`src/gsr_regs.svh`:
```
`ifndef GSR_REGS_SVH
`define GSR_REGS_SVH
// ****************************************
// Widths and array size
// ****************************************
`define GSR_PIX_W 10
`define GSR_DAC_W 7
`define GSR_ROWS 2048
`define GSR_COLS 2048
`define GSR_FIFO_DEPTH 32
// ****************************************
// Timing (clock 40 MHz)
// ****************************************
`define GSR_CLK_NS 25
`define GSR_FRAME_OVH_NS 5000
`define GSR_ROW_OVH_NS 200
`define GSR_FRAME_OVH_CYC 13'((`GSR_FRAME_OVH_NS + `GSR_CLK_NS - 1) / `GSR_CLK_NS)
`define GSR_ROW_OVH_CYC 13'((`GSR_ROW_OVH_NS + `GSR_CLK_NS - 1) / `GSR_CLK_NS)
// ****************************************
// Power-up flush counts
// ****************************************
`define GSR_FLUSH_COL 1024
`define GSR_FLUSH_ROW 2048
`define GSR_FLUSH_LAST 13'(2 * `GSR_FLUSH_ROW - 1)
`define GSR_FLUSH_COL_END 13'(2 * `GSR_FLUSH_COL)
// Converter pipeline depth in conversion clock falls
`define GSR_ADC_LAT 2
`endif

```
`src/gsr_pkg.sv`:
```
package gsr_pkg;
`include "gsr_regs.svh"
    // ****************************************
    // Controller states
    // ****************************************
    typedef enum logic [6:0] {
        C_FLUSH = 7'h01,
        C_IDLE = 7'h02,
        C_GRST = 7'h04,
        C_INTEG = 7'h08,
        C_FRAME_OVH = 7'h10,
        C_ROW_OVH = 7'h20,
        C_LINE = 7'h40
    } gsr_cst_t;
    // ****************************************
    // Controller state
    // ****************************************
    typedef struct packed {
        gsr_cst_t st;
        logic [12:0] cnt;
        logic [15:0] icnt;
        logic [11:0] row;
        logic [11:0] steps;
        logic ph;
        logic [1:0] v;
        logic [2:0] q;
        logic stp;
        logic row_sync;
        logic row_clk;
        logic col_sync;
        logic col_clk;
        logic adc_clk;
        logic rst_all;
        logic smp_all;
        logic cfg_load;
        logic supply_en;
        logic frame_done;
        logic [15:0] frame_idx;
    } gsr_ctrl_st_t;
    // ****************************************
    // Sensor state
    // ****************************************
    typedef struct packed {
        logic [11:0] row;
        logic [11:0] col;
        logic [`GSR_PIX_W-1:0] expo;
        logic [`GSR_PIX_W-1:0] stored;
        logic [`GSR_PIX_W-1:0] pa;
        logic [`GSR_PIX_W-1:0] pb;
        logic [`GSR_PIX_W-1:0] p0;
        logic [`GSR_PIX_W-1:0] p1;
        logic [`GSR_PIX_W-1:0] aout;
        logic row_clk_p;
        logic col_clk_p;
        logic adc_clk_p;
        logic load_p;
        logic [`GSR_DAC_W-1:0] dac;
        logic dual;
    } gsr_sens_st_t;
endpackage : gsr_pkg

```
`src/gsr_link_if.sv`:
```
`timescale 1ns/1ps
`include "gsr_regs.svh"
interface gsr_link_if;
    import gsr_pkg::*;
    // Controller to sensor
    logic row_sync;
    logic row_clk;
    logic col_sync;
    logic col_clk;
    logic adc_clk;
    logic rst_all;
    logic smp_all;
    logic cfg_load;
    logic [`GSR_DAC_W-1:0] dac_word;
    logic dual;
    // Sensor to controller
    logic [`GSR_PIX_W-1:0] pix_a;
    logic [`GSR_PIX_W-1:0] pix_b;
    logic [`GSR_PIX_W-1:0] adc_data;
    modport ctrl (
        output row_sync, row_clk, col_sync, col_clk, adc_clk,
        output rst_all, smp_all, cfg_load, dac_word, dual,
        input pix_a, pix_b, adc_data
    );
    modport sens (
        input row_sync, row_clk, col_sync, col_clk, adc_clk,
        input rst_all, smp_all, cfg_load, dac_word, dual,
        output pix_a, pix_b, adc_data
    );
endinterface : gsr_link_if

```
`src/gsr_fifo.sv`:
```
`timescale 1ns/1ps
module gsr_fifo #(
    parameter int W = 20,
    parameter int DEPTH = 32
) (
    // Clock and reset
    input wire logic clock,
    input wire logic rstn,
    // Fill side
    input wire logic in_valid,
    output logic in_ready,
    input wire logic [W-1:0] in_data,
    // Drain side
    output logic out_valid,
    input wire logic out_ready,
    output logic [W-1:0] out_data,
    // Fill level
    output logic [$clog2(DEPTH):0] used
);
    localparam int AW = $clog2(DEPTH);
    logic [W-1:0] mem [DEPTH];
    logic [AW:0] wp_r, rp_r;
    logic wr, rd;
    // Handshakes and level
    assign used = wp_r - rp_r;
    assign in_ready = (used != (AW+1)'(DEPTH));
    assign out_valid = (used != '0);
    assign out_data = mem[rp_r[AW-1:0]];
    assign wr = in_valid & in_ready;
    assign rd = out_valid & out_ready;
    // Storage
    always_ff @(posedge clock) begin
        if (wr) begin
            mem[wp_r[AW-1:0]] <= in_data;
        end
    end
    // Pointers
    always_ff @(posedge clock or negedge rstn) begin
        if (!rstn) begin
            wp_r <= '0;
            rp_r <= '0;
        end else begin
            if (wr) wp_r <= wp_r + 1'b1;
            if (rd) rp_r <= rp_r + 1'b1;
        end
    end
endmodule : gsr_fifo

```
`src/gsr_ctrl.sv`:
```
`timescale 1ns/1ps
`include "gsr_regs.svh"
module gsr_ctrl
    import gsr_pkg::*;
#(
    parameter int ROWS = `GSR_ROWS,
    parameter int COLS = `GSR_COLS
) (
    // Clock and reset
    input wire logic clock,
    input wire logic rstn,
    // Link
    gsr_link_if.ctrl lnk,
    // Frame control
    input wire logic start,
    input wire logic cont,
    input wire logic nondestructive_readout,
    input wire logic dual,
    input wire logic use_onchip,
    input wire logic [15:0] integ,
    input wire logic [`GSR_DAC_W-1:0] dac_word,
    // Status
    output logic supply_en,
    output logic busy,
    output logic frame_done,
    output logic [15:0] frame_idx,
    // Pixel stream
    output logic out_valid,
    input wire logic out_ready,
    output logic [2*`GSR_PIX_W-1:0] out_data
);
    localparam int FW = 2 * `GSR_PIX_W;
    localparam int AW = $clog2(`GSR_FIFO_DEPTH);

    gsr_ctrl_st_t s, n;
    logic dmode, slot, room, step, push, done;
    logic [11:0] nsteps;
    logic [FW-1:0] push_data;
    logic [AW:0] used;

    // Dual stage only with the external converter path
    assign dmode = dual & ~use_onchip;
    assign nsteps = dmode ? 12'(COLS / 2) : 12'(COLS);
    // Keep room for the captures still in flight
    assign room = used < (AW+1)'(`GSR_FIFO_DEPTH - 3);

    // ****************************************
    // Next state
    // ****************************************
    always_comb begin
        n = s;
        step = 1'b0;
        push = 1'b0;
        push_data = '0;
        slot = 1'b0;
        done = 1'b0;
        n.frame_done = 1'b0;
        n.cfg_load = 1'b0;
        n.row_sync = 1'b0;
        n.col_sync = 1'b0;
        n.rst_all = 1'b0;
        // Integration timer runs beside readout
        if (s.icnt != '0) begin
            n.icnt = s.icnt - 16'h1;
        end
        case (s.st)
            C_FLUSH: begin
                // Clocking begins straight out of reset
                n.cnt = s.cnt + 13'h1;
                n.row_clk = ~s.cnt[0];
                n.col_clk = ~s.cnt[0] & (s.cnt < `GSR_FLUSH_COL_END);
                if (s.cnt == `GSR_FLUSH_LAST) begin
                    n.row_clk = 1'b0;
                    n.col_clk = 1'b0;
                    n.supply_en = 1'b1;
                    n.st = C_IDLE;
                end
            end
            C_IDLE: begin
                if (start) begin
                    n.cfg_load = 1'b1;
                    n.rst_all = 1'b1;
                    n.st = C_GRST;
                end
            end
            C_GRST: begin
                n.icnt = integ;
                n.st = C_INTEG;
            end
            C_INTEG: begin
                if (s.icnt == '0) begin
                    n.smp_all = 1'b1;
                    n.row_sync = 1'b1;
                    n.cnt = `GSR_FRAME_OVH_CYC - 13'h1;
                    n.st = C_FRAME_OVH;
                end
            end
            C_FRAME_OVH: begin
                if (s.cnt == '0) begin
                    n.smp_all = 1'b0;
                    // Overlapped mode starts the next exposure now
                    if (cont && !nondestructive_readout) begin
                        n.rst_all = 1'b1;
                        n.icnt = integ;
                    end
                    n.row = '0;
                    n.cnt = `GSR_ROW_OVH_CYC - 13'h1;
                    n.st = C_ROW_OVH;
                end else begin
                    n.cnt = s.cnt - 13'h1;
                end
            end
            C_ROW_OVH: begin
                n.row_clk = 1'b0;
                if (s.cnt == '0) begin
                    n.steps = '0;
                    n.ph = 1'b0;
                    n.st = C_LINE;
                end else begin
                    n.cnt = s.cnt - 13'h1;
                end
            end
            C_LINE: begin
                n.ph = ~s.ph;
                // Half rate when both stages or the converter are used
                slot = ~(dmode | use_onchip) | ~s.ph;
                if (s.steps != nsteps && slot && room) begin
                    step = 1'b1;
                    n.steps = s.steps + 12'h1;
                    if (s.steps == '0) begin
                        n.col_sync = 1'b1;
                    end else begin
                        n.col_clk = ~s.col_clk;
                    end
                end
                if (use_onchip) begin
                    if (!s.ph) begin
                        n.adc_clk = 1'b1;
                        n.stp = step;
                    end else begin
                        n.adc_clk = 1'b0;
                        n.q = {s.q[1:0], s.stp};
                        // Word seen now was sampled two falls earlier
                        if (s.q[`GSR_ADC_LAT]) begin
                            push = 1'b1;
                            push_data = {{`GSR_PIX_W{1'b0}}, lnk.adc_data};
                        end
                    end
                end else begin
                    n.v = {s.v[0], step};
                    if (s.v[1]) begin
                        push = 1'b1;
                        push_data = {lnk.pix_b, lnk.pix_a};
                    end
                end
                done = (s.steps == nsteps) && (s.v == '0) && (s.q == '0) &&
                       !s.stp && (!use_onchip || s.ph);
                if (done) begin
                    n.row = s.row + 12'h1;
                    n.adc_clk = 1'b0;
                    n.v = '0;
                    if (s.row + 12'h1 == 12'(ROWS)) begin
                        n.frame_done = 1'b1;
                        n.frame_idx = s.frame_idx + 16'h1;
                        if (cont) begin
                            // Nondestructive frames skip the reset
                            if (nondestructive_readout) begin
                                n.icnt = integ;
                            end
                            n.st = C_INTEG;
                        end else begin
                            n.st = C_IDLE;
                        end
                    end else begin
                        n.row_clk = 1'b1;
                        n.cnt = `GSR_ROW_OVH_CYC - 13'h1;
                        n.st = C_ROW_OVH;
                    end
                end
            end
            default: begin
                n.st = C_IDLE;
            end
        endcase
    end

    // ****************************************
    // State register
    // ****************************************
    always_ff @(posedge clock or negedge rstn) begin
        if (!rstn) begin
            s <= '0;
            s.st <= C_FLUSH;
        end else begin
            s <= n;
        end
    end

    // ****************************************
    // Pixel buffer
    // ****************************************
    gsr_fifo #(
        .W(FW),
        .DEPTH(`GSR_FIFO_DEPTH)
    ) u_fifo (
        .clock(clock),
        .rstn(rstn),
        .in_valid(push),
        .in_ready(),
        .in_data(push_data),
        .out_valid(out_valid),
        .out_ready(out_ready),
        .out_data(out_data),
        .used(used)
    );

    // Link and status outputs
    assign lnk.row_sync = s.row_sync;
    assign lnk.row_clk = s.row_clk;
    assign lnk.col_sync = s.col_sync;
    assign lnk.col_clk = s.col_clk;
    assign lnk.adc_clk = s.adc_clk;
    assign lnk.rst_all = s.rst_all;
    assign lnk.smp_all = s.smp_all;
    assign lnk.cfg_load = s.cfg_load;
    assign lnk.dac_word = dac_word;
    // Sensor steps one pixel per edge whenever the converter path is used
    assign lnk.dual = dmode;
    assign supply_en = s.supply_en;
    assign busy = ~(s.st == C_IDLE);
    assign frame_done = s.frame_done;
    assign frame_idx = s.frame_idx;
endmodule : gsr_ctrl

```
`src/flat_wrapper.sv`:
```
// flat-port wrapper written by rule: the top's interface ports become plain ports
module gsr_ctrl_flat import gsr_pkg::*;
#(
    parameter int ROWS = `GSR_ROWS,
    parameter int COLS = `GSR_COLS
)
  (clock, rstn, start, cont, nondestructive_readout, dual, use_onchip, integ, dac_word, supply_en, busy, frame_done, frame_idx, out_valid, out_ready, out_data, lnk_row_sync, lnk_row_clk, lnk_col_sync, lnk_col_clk, lnk_adc_clk, lnk_rst_all, lnk_smp_all, lnk_cfg_load, lnk_dac_word, lnk_dual, lnk_pix_a, lnk_pix_b, lnk_adc_data);
  gsr_link_if lnk_i ();
  input wire logic clock;
  input wire logic rstn;
  input wire logic start;
  input wire logic cont;
  input wire logic nondestructive_readout;
  input wire logic dual;
  input wire logic use_onchip;
  input wire logic [15:0] integ;
  input wire logic [`GSR_DAC_W-1:0] dac_word;
  output logic supply_en;
  output logic busy;
  output logic frame_done;
  output logic [15:0] frame_idx;
  output logic out_valid;
  input wire logic out_ready;
  output logic [2*`GSR_PIX_W-1:0] out_data;
  output wire logic [$bits(lnk_i.row_sync)-1:0] lnk_row_sync;
  output wire logic [$bits(lnk_i.row_clk)-1:0] lnk_row_clk;
  output wire logic [$bits(lnk_i.col_sync)-1:0] lnk_col_sync;
  output wire logic [$bits(lnk_i.col_clk)-1:0] lnk_col_clk;
  output wire logic [$bits(lnk_i.adc_clk)-1:0] lnk_adc_clk;
  output wire logic [$bits(lnk_i.rst_all)-1:0] lnk_rst_all;
  output wire logic [$bits(lnk_i.smp_all)-1:0] lnk_smp_all;
  output wire logic [$bits(lnk_i.cfg_load)-1:0] lnk_cfg_load;
  output wire logic [$bits(lnk_i.dac_word)-1:0] lnk_dac_word;
  output wire logic [$bits(lnk_i.dual)-1:0] lnk_dual;
  input wire logic [$bits(lnk_i.pix_a)-1:0] lnk_pix_a;
  input wire logic [$bits(lnk_i.pix_b)-1:0] lnk_pix_b;
  input wire logic [$bits(lnk_i.adc_data)-1:0] lnk_adc_data;
  assign lnk_row_sync = lnk_i.row_sync;
  assign lnk_row_clk = lnk_i.row_clk;
  assign lnk_col_sync = lnk_i.col_sync;
  assign lnk_col_clk = lnk_i.col_clk;
  assign lnk_adc_clk = lnk_i.adc_clk;
  assign lnk_rst_all = lnk_i.rst_all;
  assign lnk_smp_all = lnk_i.smp_all;
  assign lnk_cfg_load = lnk_i.cfg_load;
  assign lnk_dac_word = lnk_i.dac_word;
  assign lnk_dual = lnk_i.dual;
  assign lnk_i.pix_a = lnk_pix_a;
  assign lnk_i.pix_b = lnk_pix_b;
  assign lnk_i.adc_data = lnk_adc_data;
  gsr_ctrl #(.ROWS(ROWS), .COLS(COLS)) u_core (.clock(clock), .rstn(rstn), .lnk(lnk_i), .start(start), .cont(cont), .nondestructive_readout(nondestructive_readout), .dual(dual), .use_onchip(use_onchip), .integ(integ), .dac_word(dac_word), .supply_en(supply_en), .busy(busy), .frame_done(frame_done), .frame_idx(frame_idx), .out_valid(out_valid), .out_ready(out_ready), .out_data(out_data));
endmodule
```
`config.mk`:
```
export PLATFORM = sky130hd
export DESIGN_NAME = gsr_ctrl_flat
export DESIGN_NICKNAME = d
export VERILOG_FILES = /design/src/gsr_pkg.sv /design/src/gsr_link_if.sv /design/src/gsr_fifo.sv /design/src/gsr_ctrl.sv /design/src/flat_wrapper.sv
export VERILOG_INCLUDE_DIRS = /design/src /design/src/src
export SDC_FILE = /design/constraint.sdc
export NUM_CORES = 1
export LEC_CHECK = 0
export ABC_AREA = 1
export BUFFER_PORTS_ARGS = -buffer_cell sky130_fd_sc_hd__buf_2
export CORE_MARGIN = 5
export CORE_UTILIZATION = 40
export CTS_CLUSTER_DIAMETER = 200
export DETAILED_ROUTE_END_ITERATION = 10
export GPL_TIMING_DRIVEN = 0
export MAX_ROUTING_LAYER = met4
export SETUP_SLACK_MARGIN = 0.2
export SKIP_LAST_GASP = 1
export SLEW_MARGIN = 20
export SYNTH_ARGS = -nofsm -noshare
export SYNTH_HDL_FRONTEND = slang
export SYNTH_SLANG_ARGS = --single-unit
```
`constraint.sdc`:
```
create_clock -name clock -period 4.4 [get_ports clock]
set_input_delay 0.22 -clock clock [delete_from_list [all_inputs] [get_ports clock]]
set_output_delay 0.22 -clock clock [all_outputs]
set_load 0.005 [all_outputs]
```
==> results.cfg <==
[floorplan]
fp.dieW_um = 294
rows = 104
start_util_pct = 40.3
pin_count = 117
dieHeight_um = 294
dieArea_um2 = 86600
core_um2 = 80300

[synthesis]
yosysMostFrequentCell = edfxtp_1
synth_area_leaders = edfxtp_1 59%, dfrtp_1 8.1%, o21ai_0 6.2%
synth_cell_types = 48
syn_nets = 2983
yosys_warnings = 0
ys_top_cells_by_count = 640 x edfxtp_1, 483 x nor2_1, 403 x o21ai_0, 395 x nand2_1, 145 x inv_1
post_synth.cell_area_avg_um2 = 11.1
yosysSeqAreaShare_pct = 67.6
yosys_most_used_dff = edfxtp_1
synth_top_area_cell = edfxtp_1
syn_inst = 2902
syn_area_um2 = 32300
synth_edf_count = 640
synth_top_area_share_pct = 59.5
ys_async_sr_fraction_pct = 14.1
ys_ff_latch = 745

[pwr]
netSwitchingFraction_pct = 39.2
irDropWorstVdd_uv = 467
clkPwrFrac_pct = 30.5
p_leak_uw = 0.0136
pwr-share-seq_pct = 35.0
p_sw_uw = 8870
combinationalPowerShare_pct = 34.5
pwr_density_cell_nw_per_um2 = 575
p_int_uw = 13800

[sta]
max_freq_mhz = 239
fin_crit_ps = 4190
report.final.setup_viol = 0
rsz0062_at_grt = false
drv_slew = 0
setup_tns_ps = 0
clock_skew_ps = 31.2
slew_headroom_pct = 24.7
finalCritPeriodShare_pct = 95.1
hold_violations = 0
tightestPinTransition_ps = 1130

[worst_setup_path]
path_cells = buf_2 -> buf_2 -> clkbuf_4 -> clkbuf_2 -> nor2_1 -> o221ai_1 -> nand3_1 -> nand4_1 -> o21ai_0 -> inv_1 -> buf_2
rrSetupSlack_ps = 410
worst-path-max-fanout = 10
cp.required_ps = 4180
timing.critical_path.from = u_core.u_fifo.rp_r[0]
setup.worst_path.start_class = flop
critical-path-max-stage-delay_ps = 450
critPathSlowestCell = dfrtp_2
r2r_end = u_core.u_fifo.mem[26][4]
cpLargestDelayFamily = buffers and inverters
critical_path_depth = 11
r2r_cells = 17
crit_buf_inv = 6
crit_type = flop to output port
cp.arrival_ps = 3970
reg2reg_from = u_core.u_fifo.rp_r[1]
crit_top_cell = buf_2
endpoint_kind = output port

[clock_network]
clockBufferDepth = 3
cts-root-buf = clkbuf_16
clkTransAtPathRegs_ps = 60
cts_max_level = 3
cts_buffers = 80
worstSkewPairLatency_ps = 650
cts_sinks = 745
cts_tree = yes

[grt]
grt_usage_pct = 24.3
grt_max_degree = 59
grt_pass1_wl_um = 152000
gr-total-overflow = 0
grt_pass1_vias = 23300
antenna_found_initial = 2

[detailed_routing]
routed.top_layer = met4
drc = 0
met3_length_um = 11800
firstDrtPassIters = 6
wl_met1_um = 43100
viasPerCell = 5.65
avgRoutedWirePerCell_um = 24.0
drt_wl_total_um = 105000
drt_iter0_markers = 3166
drtAntennaViolNets = 0
wl_met2_um = 45900
vias = 24700

[flow_run]
maxCapViolations = 0

[placed_design]
dp.cells = 4099
gp_congestion = 0.941
hpwlAfterDp_um = 66600
portBuffers = 108

[min_path]
hp-class = input port to flop
holdPathEnd = u_core.s[58]
holdCritStartpoint = integ[1]
holdPathStages = 5

[cells_and_area]
instances_no_fill = 4368
fillers = 7056
nNetsFinal = 3320
drive_gt1_share_pct = 15.5
syn_to_final_growth_pct = 21.7

[run_status]
status = finished clean
[flip-flops by register name, indices dropped and copies added (netlist names), 6 cells and up]
name / flops
u_core.frame_idx: 16
u_core.s: 67
u_core.u_fifo.mem: 640
u_core.u_fifo.rp_r: 6
u_core.u_fifo.wp_r: 6
[tightest hold or removal path: stages]
cell	delay, ps
buf_2	100
inv_1	40
nor2_1	40
nand2_1	100
o21ai_0	100
[metrics by stage]
step,cell area [um2],hold slack (ps),total power (uW),worst slack (ps),utilization [%]
after floorplan,32300,-75.6,12200,774,-
after global placement,34200,463,15400,-1230,42.6
after detailed placement,35300,211,15500,-604,43.9
after CTS,39300,2.41,22400,139,48.9
after global routing,39300,39.7,23500,189,49.0
final,39300,27.8,22600,215,49.0
[power groups by stage]
stage	Sequential [uW]	Clock [uW]	Combinational, uW
after floorplan	8000	0	4240
after global placement	8050	0	7370
after detailed placement	8050	0	7420
after CTS	7900	6960	7510
after global routing	7930	7280	8340
final	7910	6900	7820
[layer usage]
metal | vias up | track usage [%]
met5 | - | -
met4 | 0 | 8.59
met3 | 232 | 6.66
met2 | 1364 | 35.3
met1 | 12000 | 33.0
li1 | 11100 | -
[cell usage in the layout (no fill, tap or decap), types with 8 or more instances in the layout]
cell type / n
o211ai_1: 16
buf_16: 16
xor2_1: 41
clkinvlp_4: 11
nand3_1: 117
nor3_1: 18
a22oi_1: 10
bufinv_16: 9
o22ai_1: 97
buf_2: 125
nor2_4: 68
inv_1: 143
clkbuf_16: 81
buf_4: 77
nand4_1: 67
clkbuf_1: 125
clkbuf_2: 13
edfxtp_1: 640
buf_1: 12
clkinv_2: 8
ha_1: 19
nand2_1: 391
o21ai_0: 398
o21ai_1: 9
clkinv_1: 16
dfrtp_1: 103
o221ai_1: 64
dlygate4sd3_1: 22
a21oi_1: 10
buf_12: 36
nor2_2: 19
xnor2_1: 18
nor2_1: 431
[cell families after synthesis]
| logic type | after synthesis | synth area share [%] |
|---|---|---|
| adder cells (fa/ha/maj) | 20 | 0.797 |
| flip-flops | 745 | 67.6 |
| XOR/XNOR | 59 | 1.60 |
| AND/OR/NAND/NOR | 1123 | 14.6 |
| buffers and inverters | 334 | 4.32 |
| AO/OA/AOI/OAI | 621 | 11.1 |
[what timing repair did]
action                                  CTS  global route
hold buffers                             22             0
pin swaps                                51             3
endpoints found under the setup margin  637           329
resized for setup                        32            28
endpoints found under the hold margin   138             0
buffers inserted                         72             0
cloned                                   24             0
[worst max-delay path by stage]
stage | slack (ps) | end
5_1_grt | 190 | out_data[7]
3_3_place_gp | -1230 | u_core.u_fifo.mem[22][2]
2_1_floorplan | 770 | u_core.u_fifo.mem[10][0]
6_report | 210 | out_data[3]
3_5_place_dp | -600 | u_core.u_fifo.mem[6][14]
4_1_cts | 140 | out_data[11]
[final cells by class]
cell class	instances	area (um2)	area share [%]
clock inverter	48	584	1.49
antenna	3	7.51	0.0191
tap	1060	1330	3.37
inverter	150	568	1.44
multi-input combinational	1847	9720	24.7
clock buffer	100	2110	5.36
buffer	184	865	2.20
sequential	745	21800	55.5
timing repair buffer	231	2300	5.86
Power figures use the tool's default switching activity.
